$ cat src/sms_pkg.sv
/*
 * Constants, parameter encodings, register map and timing counts for the
 * service-mode supervisor.
 * Assumes a single 10 MHz clock and the plain register port.
 */
package sms_pkg;

	localparam int CLK_HZ = 10_000_000;
	localparam int FILT_TIME_US = 1000;
	localparam int FILT_CYCLES = (CLK_HZ / 1_000_000) * FILT_TIME_US;
	localparam int FILT_W = 14;

	localparam logic [3:0] ADDR_CTRL = 4'h0;
	localparam logic [3:0] ADDR_EDIT = 4'h1;
	localparam logic [3:0] ADDR_SAVE = 4'h2;
	localparam logic [3:0] ADDR_ACTIVE = 4'h3;
	localparam logic [3:0] ADDR_STATUS = 4'h4;

	// Control register fields
	localparam int CTRL_SAFE_BIT = 0;
	localparam int CTRL_SERIAL_BIT = 1;
	localparam int CTRL_WATCH_BIT = 2;
	localparam logic [2:0] CTRL_RESET = 3'h5;

	// Parameter set fields: level[1:0], speed[2], source[4:3]
	localparam int PAR_LEVEL_LSB = 0;
	localparam int PAR_SPEED_BIT = 2;
	localparam int PAR_SRC_LSB = 3;
	localparam logic [4:0] PAR_RESET = 5'h00;
	localparam logic [7:0] SAVE_KEY = 8'hA5;

	// Status fields
	localparam int ST_SERVICE_BIT = 0;
	localparam int ST_PAUSE_BIT = 1;
	localparam int ST_DIRTY_BIT = 2;
	localparam int ST_SUPPLY_BIT = 3;

	localparam logic [1:0] SRC_PENDANT = 2'h0;
	localparam logic [1:0] SRC_PEND_DED = 2'h1;
	localparam logic [1:0] SRC_PEND_ONL = 2'h2;
	localparam logic [1:0] SRC_ALL = 2'h3;

	typedef enum logic [0:0] {SMS_NORMAL, SMS_SERVICE} sms_mode_e;

	function automatic logic sms_src_ok(input logic [1:0] sel, input int kind);
		// kind 1: dedicated inputs, kind 2: online commands
		sms_src_ok = (kind == 1) ? (sel == SRC_PEND_DED || sel == SRC_ALL) :
			(sel == SRC_PEND_ONL || sel == SRC_ALL);
	endfunction

endpackage

$ cat src/sms_filter.sv
/*
 * Contact input synchroniser and debounce filter.
 * Assumes inputs may bounce; output changes only after a stable run.
 */
module sms_filter
	import sms_pkg::*;
(
	input wire logic clk_sys,
	input wire logic rst,
	input wire logic ce,
	input wire logic raw,
	output logic clean
);
	logic sync1;
	logic sync2;
	logic [FILT_W-1:0] cnt;

	always_ff @(posedge clk_sys or posedge rst) begin
		if (rst) begin
			sync1 <= 1'b0;
			sync2 <= 1'b0;
		end else if (ce) begin
			sync1 <= raw;
			sync2 <= sync1;
		end
	end

	// Open contact at reset: fail toward the restricted state
	always_ff @(posedge clk_sys or posedge rst) begin
		if (rst) begin
			clean <= 1'b0;
			cnt <= '0;
		end else if (ce) begin
			if (sync2 == clean) begin
				cnt <= '0;
			end else if (cnt == FILT_W'(FILT_CYCLES - 1)) begin
				clean <= sync2; // RULE12
				cnt <= '0;
			end else begin
				cnt <= cnt + 1'b1;
			end
		end
	end

endmodule

$ cat src/sms_params.sv
/*
 * Edit and active copies of the service parameters.
 * Assumes a save strobe from the register port; reset stands for power-off.
 */
module sms_params
	import sms_pkg::*;
(
	input wire logic clk_sys,
	input wire logic rst,
	input wire logic ce,
	input wire logic edit_we,
	input wire logic [4:0] edit_data,
	input wire logic save,
	output logic [4:0] edit_set,
	output logic [4:0] active_set
);
	always_ff @(posedge clk_sys or posedge rst) begin
		if (rst) begin
			edit_set <= PAR_RESET;
		end else if (ce && edit_we) begin
			edit_set <= edit_data;
		end
	end

	// Edits reach the active copy only on save; unsaved ones die at reset
	always_ff @(posedge clk_sys or posedge rst) begin
		if (rst) begin
			active_set <= PAR_RESET; // RULE11
		end else if (ce && save) begin
			active_set <= edit_set; // RULE11
		end
	end

endmodule

$ cat src/sms_top.sv
/*
 * Service-mode supervisor: picks normal or service state from the contact
 * inputs and supply watch, and applies the active service parameters.
 * Assumes contacts read 1 when closed and all inputs share clk_sys.
 */
// Summary of operation
// (RULE1) An open standard contact selects service, closed keeps normal.
// (RULE2) With the serial board, either contact open selects service.
// (RULE3) Service restricts operation only while safe mode is set.
// (RULE4) The level gives hold-to-run in bit 0, auto prohibition in bit 1.
// (RULE5) With hold-to-run, motion is allowed only while the key is held.
// (RULE6) Default speed setting caps speed below 3%, the other sets none.
// (RULE7) Source setting selects which command sources are accepted.
// (RULE8) With the serial board, dedicated inputs come from serial lines.
// (RULE9) A change of the service input pauses running or jogging motion.
// (RULE10) In safe mode a missing 24 V supply forces service if watched.
// (RULE11) Edited parameters act only once saved and are lost at power-off.
// (RULE12) Contact inputs are synchronised and debounced before use.
module sms_top
	import sms_pkg::*;
(
	input wire logic clk_sys,
	input wire logic rst,
	input wire logic ce,
	input wire logic std_service_contact,
	input wire logic serial_service_contact,
	input wire logic supply_24v_ok,
	input wire logic pendant_key_held,
	input wire logic program_running,
	input wire logic jog_active,
	input wire logic auto_request,
	input wire logic ded_cmd_parallel,
	input wire logic ded_cmd_serial,
	input wire logic online_cmd,
	input wire logic pause_ack,
	input wire logic [3:0] reg_addr,
	input wire logic [7:0] reg_wdata,
	input wire logic reg_wr,
	input wire logic reg_rd,
	output logic [7:0] reg_rdata,
	output logic service_active,
	output logic motion_permit,
	output logic auto_permit,
	output logic speed_limit_3pct,
	output logic ded_cmd_accept,
	output logic online_cmd_accept,
	output logic motion_pause
);
	logic std_clean;
	logic ser_clean;
	logic sup_clean;
	logic [2:0] ctrl;
	logic [4:0] edit_set;
	logic [4:0] active_set;
	logic save;
	logic contact_open;
	logic supply_forced;
	logic next_service;
	logic svc_in_q;
	logic svc_in;
	sms_mode_e mode;
	logic [1:0] level;
	logic [1:0] src_sel;
	logic ded_cmd;

	sms_filter u_flt_std (
		.clk_sys(clk_sys),
		.rst(rst),
		.ce(ce),
		.raw(std_service_contact),
		.clean(std_clean)
	);

	sms_filter u_flt_ser (
		.clk_sys(clk_sys),
		.rst(rst),
		.ce(ce),
		.raw(serial_service_contact),
		.clean(ser_clean)
	);

	sms_filter u_flt_sup (
		.clk_sys(clk_sys),
		.rst(rst),
		.ce(ce),
		.raw(supply_24v_ok),
		.clean(sup_clean)
	);

	assign save = reg_wr && reg_addr == ADDR_SAVE && reg_wdata == SAVE_KEY;

	sms_params u_params (
		.clk_sys(clk_sys),
		.rst(rst),
		.ce(ce),
		.edit_we(reg_wr && reg_addr == ADDR_EDIT),
		.edit_data(reg_wdata[4:0]),
		.save(save),
		.edit_set(edit_set),
		.active_set(active_set)
	);

	always_ff @(posedge clk_sys or posedge rst) begin
		if (rst) begin
			ctrl <= CTRL_RESET;
		end else if (ce && reg_wr && reg_addr == ADDR_CTRL) begin
			ctrl <= reg_wdata[2:0];
		end
	end

	// Mode selection
	always_comb begin
		contact_open = !std_clean; // RULE1
		if (ctrl[CTRL_SERIAL_BIT]) begin
			contact_open = !std_clean || !ser_clean; // RULE2
		end
	end

	assign supply_forced = ctrl[CTRL_WATCH_BIT] && !sup_clean; // RULE10
	assign svc_in = contact_open || supply_forced;

	always_comb begin
		next_service = ctrl[CTRL_SAFE_BIT] && svc_in; // RULE3
	end

	always_ff @(posedge clk_sys or posedge rst) begin
		if (rst) begin
			mode <= SMS_SERVICE;
		end else if (ce) begin
			case (mode)
				SMS_NORMAL: begin
					if (next_service) begin
						mode <= SMS_SERVICE;
					end
				end
				SMS_SERVICE: begin
					if (!next_service) begin
						mode <= SMS_NORMAL;
					end
				end
				default: begin
					mode <= SMS_SERVICE;
				end
			endcase
		end
	end

	// Pause on any change of the filtered service input while moving
	always_ff @(posedge clk_sys or posedge rst) begin
		if (rst) begin
			svc_in_q <= 1'b1;
		end else if (ce) begin
			svc_in_q <= svc_in;
		end
	end

	// Set wins over the acknowledge in the same cycle
	always_ff @(posedge clk_sys or posedge rst) begin
		if (rst) begin
			motion_pause <= 1'b0;
		end else if (ce) begin
			if (svc_in != svc_in_q && (program_running || jog_active)) begin
				motion_pause <= 1'b1; // RULE9
			end else if (pause_ack) begin
				motion_pause <= 1'b0;
			end
		end
	end

	assign level = active_set[PAR_LEVEL_LSB +: 2];
	assign src_sel = active_set[PAR_SRC_LSB +: 2];
	assign ded_cmd = ctrl[CTRL_SERIAL_BIT] ? ded_cmd_serial
		: ded_cmd_parallel; // RULE8

	// Registered permissions toward motion control
	always_ff @(posedge clk_sys or posedge rst) begin
		if (rst) begin
			service_active <= 1'b1;
			motion_permit <= 1'b0;
			auto_permit <= 1'b0;
			speed_limit_3pct <= 1'b1;
			ded_cmd_accept <= 1'b0;
			online_cmd_accept <= 1'b0;
		end else if (ce) begin
			service_active <= (mode == SMS_SERVICE);
			if (mode == SMS_SERVICE) begin
				motion_permit <= !motion_pause &&
					(!level[0] || pendant_key_held); // RULE5
				auto_permit <= auto_request && !level[1]; // RULE4
				speed_limit_3pct <= !active_set[PAR_SPEED_BIT]; // RULE6
				ded_cmd_accept <= ded_cmd && sms_src_ok(src_sel, 1); // RULE7
				online_cmd_accept <= online_cmd && sms_src_ok(src_sel, 2); // RULE7
			end else begin
				motion_permit <= !motion_pause;
				auto_permit <= auto_request;
				speed_limit_3pct <= 1'b0;
				ded_cmd_accept <= ded_cmd;
				online_cmd_accept <= online_cmd;
			end
		end
	end

	// Register read port: data one cycle after the strobe
	always_ff @(posedge clk_sys or posedge rst) begin
		if (rst) begin
			reg_rdata <= 8'h00;
		end else if (ce) begin
			reg_rdata <= 8'h00;
			if (reg_rd) begin
				case (reg_addr)
					ADDR_CTRL: reg_rdata <= {5'h00, ctrl};
					ADDR_EDIT: reg_rdata <= {3'h0, edit_set};
					ADDR_ACTIVE: reg_rdata <= {3'h0, active_set};
					ADDR_STATUS: begin
						reg_rdata[ST_SERVICE_BIT] <= service_active;
						reg_rdata[ST_PAUSE_BIT] <= motion_pause;
						reg_rdata[ST_DIRTY_BIT] <= edit_set != active_set;
						reg_rdata[ST_SUPPLY_BIT] <= sup_clean;
					end
					default: reg_rdata <= 8'h00;
				endcase
			end
		end
	end
endmodule

$ cat config.mk
export PLATFORM = sky130hd
export DESIGN_NAME = sms_top
export DESIGN_NICKNAME = d
export VERILOG_FILES = /design/src/sms_pkg.sv /design/src/sms_filter.sv /design/src/sms_params.sv /design/src/sms_top.sv
export SDC_FILE = /design/constraint.sdc
export NUM_CORES = 1
export LEC_CHECK = 0
export ABC_AREA = 1
export BUFFER_PORTS_ARGS = -buffer_cell sky130_fd_sc_hd__buf_2
export CAP_MARGIN = 40
export CORE_MARGIN = 2
export CORE_UTILIZATION = 53
export DETAILED_ROUTE_END_ITERATION = 10
export GPL_ROUTABILITY_DRIVEN = 0
export PLACE_DENSITY = 0.76
export SYNTH_ARGS = -nofsm -noshare
export SYNTH_HDL_FRONTEND = slang
export SYNTH_SLANG_ARGS = --single-unit
$ cat constraint.sdc
create_clock -name clk_sys -period 2.08 [get_ports clk_sys]
set_input_delay 0.208 -clock clk_sys [delete_from_list [all_inputs] [get_ports clk_sys]]
set_output_delay 0.208 -clock clk_sys [all_outputs]
set_load 0.005 [all_outputs]
### Word level (Yosys, flattened, before mapping)

Index checks and enable logic that the tools add are counted.
Widths: inputs -> output; s select.

| word-level totals | value |
|---|---|
| bits in registers | 81 |
| bits in latches | 0 |
| RAM bits | 0 |
| ROM bits | 0 |
| input port bits | 28 |
| output and inout port bits | 15 |
| logic and storage cells | 99 |
| memories | 0 |

| operators by class | value |
|---|---|
| add/subtract/negate cells | 3 |
| $mul | 0 |
| divide/modulo/power cells | 0 |
| order comparisons | 0 |
| equality and inequality tests | 16 |
| shift operators | 0 |
| muxes and demuxes | 19 |
| bitwise gates (word level) | 3 |
| reductions and logical operators | 33 |

Operators with widths:

| cell | number |
|---|---|
| $mux 14 | 6 |
| $add 14x1->14 const B | 3 |
| $eq 14x14->1 const B | 3 |
| $pmux 4 s4 | 1 |
| $logic_and 1x1->1 | 14 |
| $mux 1 | 10 |
| $reduce_and 3->1 | 3 |
| $eq 4x2->1 const B | 2 |
| $eq 8x8->1 const B | 1 |
| $logic_not 1->1 | 7 |
| $logic_or 1x1->1 | 6 |
| $mux 5 | 1 |
| $ne 5x5->1 | 1 |
| $eq 2x2->1 const B | 2 |
| $eq 4x1->1 const B | 1 |
| $eq 4x3->1 const B | 1 |
| $logic_not 4->1 | 1 |
| $eq 1x1->1 | 3 |
| $not 1->1 | 3 |
| $eq 2x1->1 const B | 1 |
| $pmux 1 s2 | 1 |
| $reduce_and 2->1 | 1 |
| $reduce_bool 2->1 | 1 |
| $ne 1x1->1 | 1 |

### Longest topological paths before layout

| logic depth | value |
|---|---|
| word-level depth | 8 |
| gate-level depth with buffers | 10 |
| depth with buffers taken out | 10 |

### By module

A second synthesis with hierarchy kept.

| unflattened totals | value |
|---|---|
| cell total of the unflattened synthesis | 614 |
| area total of the unflattened synthesis | 4664.5 um^2 |

By module, submodules not included:

| module | instances | cells each | area each (um^2) | sequential area each (um^2) |
|---|---|---|---|---|
| sms_filter | 3 | 141 | 1076.0 | 425.4 |
| sms_top | 1 | 147 | 1042.2 | 432.9 |
| sms_params | 1 | 44 | 394.1 | 250.2 |

### Least setup slack after synthesis

Ideal clock, no wire load.

| timing | value |
|---|---|
| kind | reg2reg |
| start | register u_flt_std.cnt[0] |
| end | register u_flt_std.cnt[13] |
| setup time | 0.127 ns |
| arrival | 1.220 ns |
| data required time | 1.953 ns |
| path slack | 0.733 ns |
| stages on the path, launching flop included | 9 |
| buffers on the path | 0 |
| clock period less this slack | 1.347 ns |
| cells stage by stage | dfrtp_1 ha_1 nand2_2 nor2_4 inv_2 nor2_4 nand2_2 a21oi_4 nor2_1 |

| on the way | value |
|---|---|
| longest elaborated chain between the ends | 3 |
| elaborated cells between the ends (all ways) | 4 |
| those cells by class | add/sub (1); eq/ne (1); mux (2) |

Ends and longest elaborated chain:

| what | line | RTL |
|---|---|---|
| start, declared | sms_filter.sv:16 | `logic [FILT_W-1:0] cnt;` |
| start signal, assigned | sms_filter.sv:40 | `cnt <= cnt + 1'b1;` |
| $add 14x1->14 / $eq 14x14->1 (equally long branches) | sms_filter.sv:40, sms_filter.sv:36 |  |
| $mux 14 (*) | sms_filter.sv:36 | `end else if (cnt == FILT_W'(FILT_CYCLES - 1)) begin` |
| $mux 14 (*) | sms_filter.sv:34 | `if (sync2 == clean) begin` |

Every way passes the cells marked *; elsewhere a longest branch is shown, timed or not.
A chain may end at the register's enable or synchronous reset.

### Worst setup path in the final report

| timing | value |
|---|---|
| start | register u_flt_std.cnt[1] |
| end | register u_flt_std.cnt[8] |

The elaborated chain is that of the path after synthesis.

==> flow_metrics.tcl <==
set metrics [dict create \
    status "finished, final reports clean" \
    syn_inst 563 \
    clockRootBuffer "clkbuf_8" \
    min_path_type "in2reg" \
    routed_wl_microns 9310 \
    fmax_ghz 0.634 \
    slew_violations 0 \
    clk_pin_slew_worst_paths_ns 0.08 \
    h-tree-depth 3 \
    vias 3726 \
    post_cts_resized 0 \
    clockBufferDepth 2 \
    crit_start "u_flt_std.cnt[1]" \
    pin_count 43 \
    via_per_inst 5.20 \
    power_mw 3.39 \
    clock_sinks 78 \
    hold_viol_final 0 \
    synth.distinct_cells 35 \
    drv_cap 0 \
    p_leak_nw 2.28 \
    fp.coreArea_sq_um 7770 \
    crit_chain "ha_1, nand2_2, nor2_4, inv_2, nor2_4, nand2_2, a21oi_4, nor2_1" \
    synth_area_sq_um 4250 \
    die_w_microns 93.6 \
    rr_startpoint "u_flt_std.cnt[1]" \
    n_antenna_cell 0 \
    finalCritPeriodShare_pct 75.8 \
    ys_seq_area_share_pct 46.1 \
    drive_gt1_share_pct 14.3 \
    avgRoutedWirePerCell_microns 13.0 \
    drc_errors 0 \
    areaGrowthSynthToFinish_pct 12.4 \
    ys_seq_elements 78 \
    cts_tree "done" \
    clock_skew_ns 0.00828 \
    ys_warn_count 0 \
    clock_latency_ns 0.36 \
    final_cell_mix "nand2_1 (177), nor2_1 (81), dfrtp_1 (72)" \
    grt_use_total_pct 23.2 \
    ir_drop_mv 0.452 \
    io_buffers 39 \
    dp_hpwl_microns 6820 \
    crit_type "reg2reg" \
    numCtsBuffers 9 \
    nFillCells 698 \
    layout.cells.non_filler 716 \
    tightest_slew_ns 0.680 \
    grt.overflow.total 0 \
    fin_crit_ns 1.58 \
    nets 640 \
    pwr_density_cell_nw_per_um2 709 \
    grt_pass1_wl_microns 16000 \
    synth_top_area_cell "dfrtp_1" \
    initial_utilization_pct 54.7 \
    place_inst 699 \
    timing.setup.tns_ns 0 \
    num_rows 32 \
    drtPass1Iterations 5 \
    worstSetupEndpointType "flip-flop" \
    worstPathArrival_ns 1.82 \
    slowest_delay_ns 0.40 \
    setup_viol 0 \
    grt_pass1_vias 3671 \
    yosysTopAreaCellShare_pct 42.4 \
    rsz0062_at_grt "no" \
    die_h_microns 93.6 \
    holdCritStartpoint "std_service_contact" \
    maxSlewHeadroom_pct 54.5 \
    cpMaxStageDelayCell "dfrtp_1" \
    grt_max_degree 34 \
    antenna_found_initial 0 \
    drtIter0Drc 182 \
    start_kind "flip-flop" \
    ys_top_cells_by_area "dfrtp_1 (42%), nand2_1 (16%), nor2_1 (7.2%)" \
    mostFrequentLayoutCell "nand2_1" \
    syn_avg_cell_area_sq_um 7.55 \
    final_antenna_net_count 0 \
    cp_max_fo 10 \
    crit_required_ns 2.32 \
    die_area_sq_um 8750 \
]
[report_power, final]
part           internal [mW]  leakage [nW]  switching [mW]  total (mW)
Sequential              1.64          1.03           0.106        1.74
Combinational          0.149          1.15           0.251       0.401
Clock                  0.674         0.106           0.570        1.24
[logic make-up (layout without fill, tap and decap cells)]
group | count (synthesis) | in the layout | synth area share (%)
simple gates | 336 | 336 | 33.9
flops | 78 | 78 | 46.1
buf+inv | 72 | 121 | 7.30
compound gates | 50 | 50 | 6.77
xor+xnor | 23 | 23 | 4.92
fa+ha+maj | 3 | 3 | 0.883
other cells | 1 | 3 | 0.0882
[area by class of cell]
| cell class | count | area, sq um | area share, % |
|---|---|---|---|
| well taps | 102 | 128 | 2.67 |
| multi-input cells | 415 | 1990 | 41.6 |
| flip-flops and latches | 78 | 1960 | 41.0 |
| repair buffers | 45 | 255 | 5.34 |
| clock buffers | 10 | 128 | 2.67 |
| inverters | 60 | 234 | 4.90 |
| clock inverters | 6 | 86.3 | 1.81 |
[synth_stat cells]
master,number
nand2_1,177
nor2_1,81
dfrtp_1,72
inv_1,56
o21ai_0,32
nand3_1,28
nand4_1,25
xor2_1,19
nor3_1,8
dfstp_2,6
nor2_2,6
buf_2,4
buf_4,4
o21bai_1,4
o22ai_1,4
ha_1,3
inv_2,3
nand2_2,3
nor2_4,3
nor3_2,3
xnor2_1,3
a21oi_1,2
buf_6,2
clkbuf_1,2
o211ai_1,2
o21ai_1,2
a21o_1,1
a21oi_4,1
a31oi_1,1
conb_1,1
inv_6,1
nand3_2,1
nor3b_1,1
o31ai_1,1
xor2_2,1
[worst paths after layout]
check	slack [ns]	to	depth (start not counted)
max in group asynchronous	0.97	svc_in_q	4
min reg2reg	0.48	svc_in_q	2
max	0.50	u_flt_std.cnt[8]	8
max reg2reg	0.50	u_flt_std.cnt[8]	8
min in group asynchronous	0.49	reg_rdata[4]	3
min	0.05	u_flt_std.sync1	3
[critical path: cells and delay by family, from the launching register on]
kind	cells	cell delay (ns)
and+or+nand+nor	5	0.49
buffers and inverters	1	0.06
AOI/OAI and AO/OA	1	0.27
DFF	1	0.40
adders and majority gates	1	0.22
[metrics by stage]
stage          hold slack (ns)  setup slack [ns]  util, %  area, sq um
3_5_place_dp             0.342             0.552     58.6         4550
4_1_cts                 0.0496             0.532     61.5         4780
5_1_grt                 0.0494             0.376     61.5         4780
2_1_floorplan            0.325             0.733        -         4260
6_report                0.0537             0.503     61.5         4780
3_3_place_gp             0.341             0.622     58.6         4550
[sequential cells by signal (all words and copies together) (netlist names), 3 cells and up]
name,count
ctrl,3
reg_rdata,5
u_flt_ser.cnt,14
u_flt_std.cnt,14
u_flt_sup.cnt,14
u_params.active_set,5
u_params.edit_set,5
[timing repair]
action / in CTS / in global routing
setup buffers: 0 / 0
hold endpoints to repair: 25 / 0
hold buffers: 1 / 0
[metal layers]
layer | share of wire (%) | up-vias | wire [microns] | GRT usage, %
met5 | 0 | - | 0 | 0
met4 | 1.7 | 0 | 155 | 10.3
met3 | 4.9 | 13 | 460 | 4.19
met2 | 49 | 90 | 4580 | 38.6
met1 | 44 | 1745 | 4120 | 29.8
li1 | - | 1878 | - | -
(Power assumes the default switching activity.)
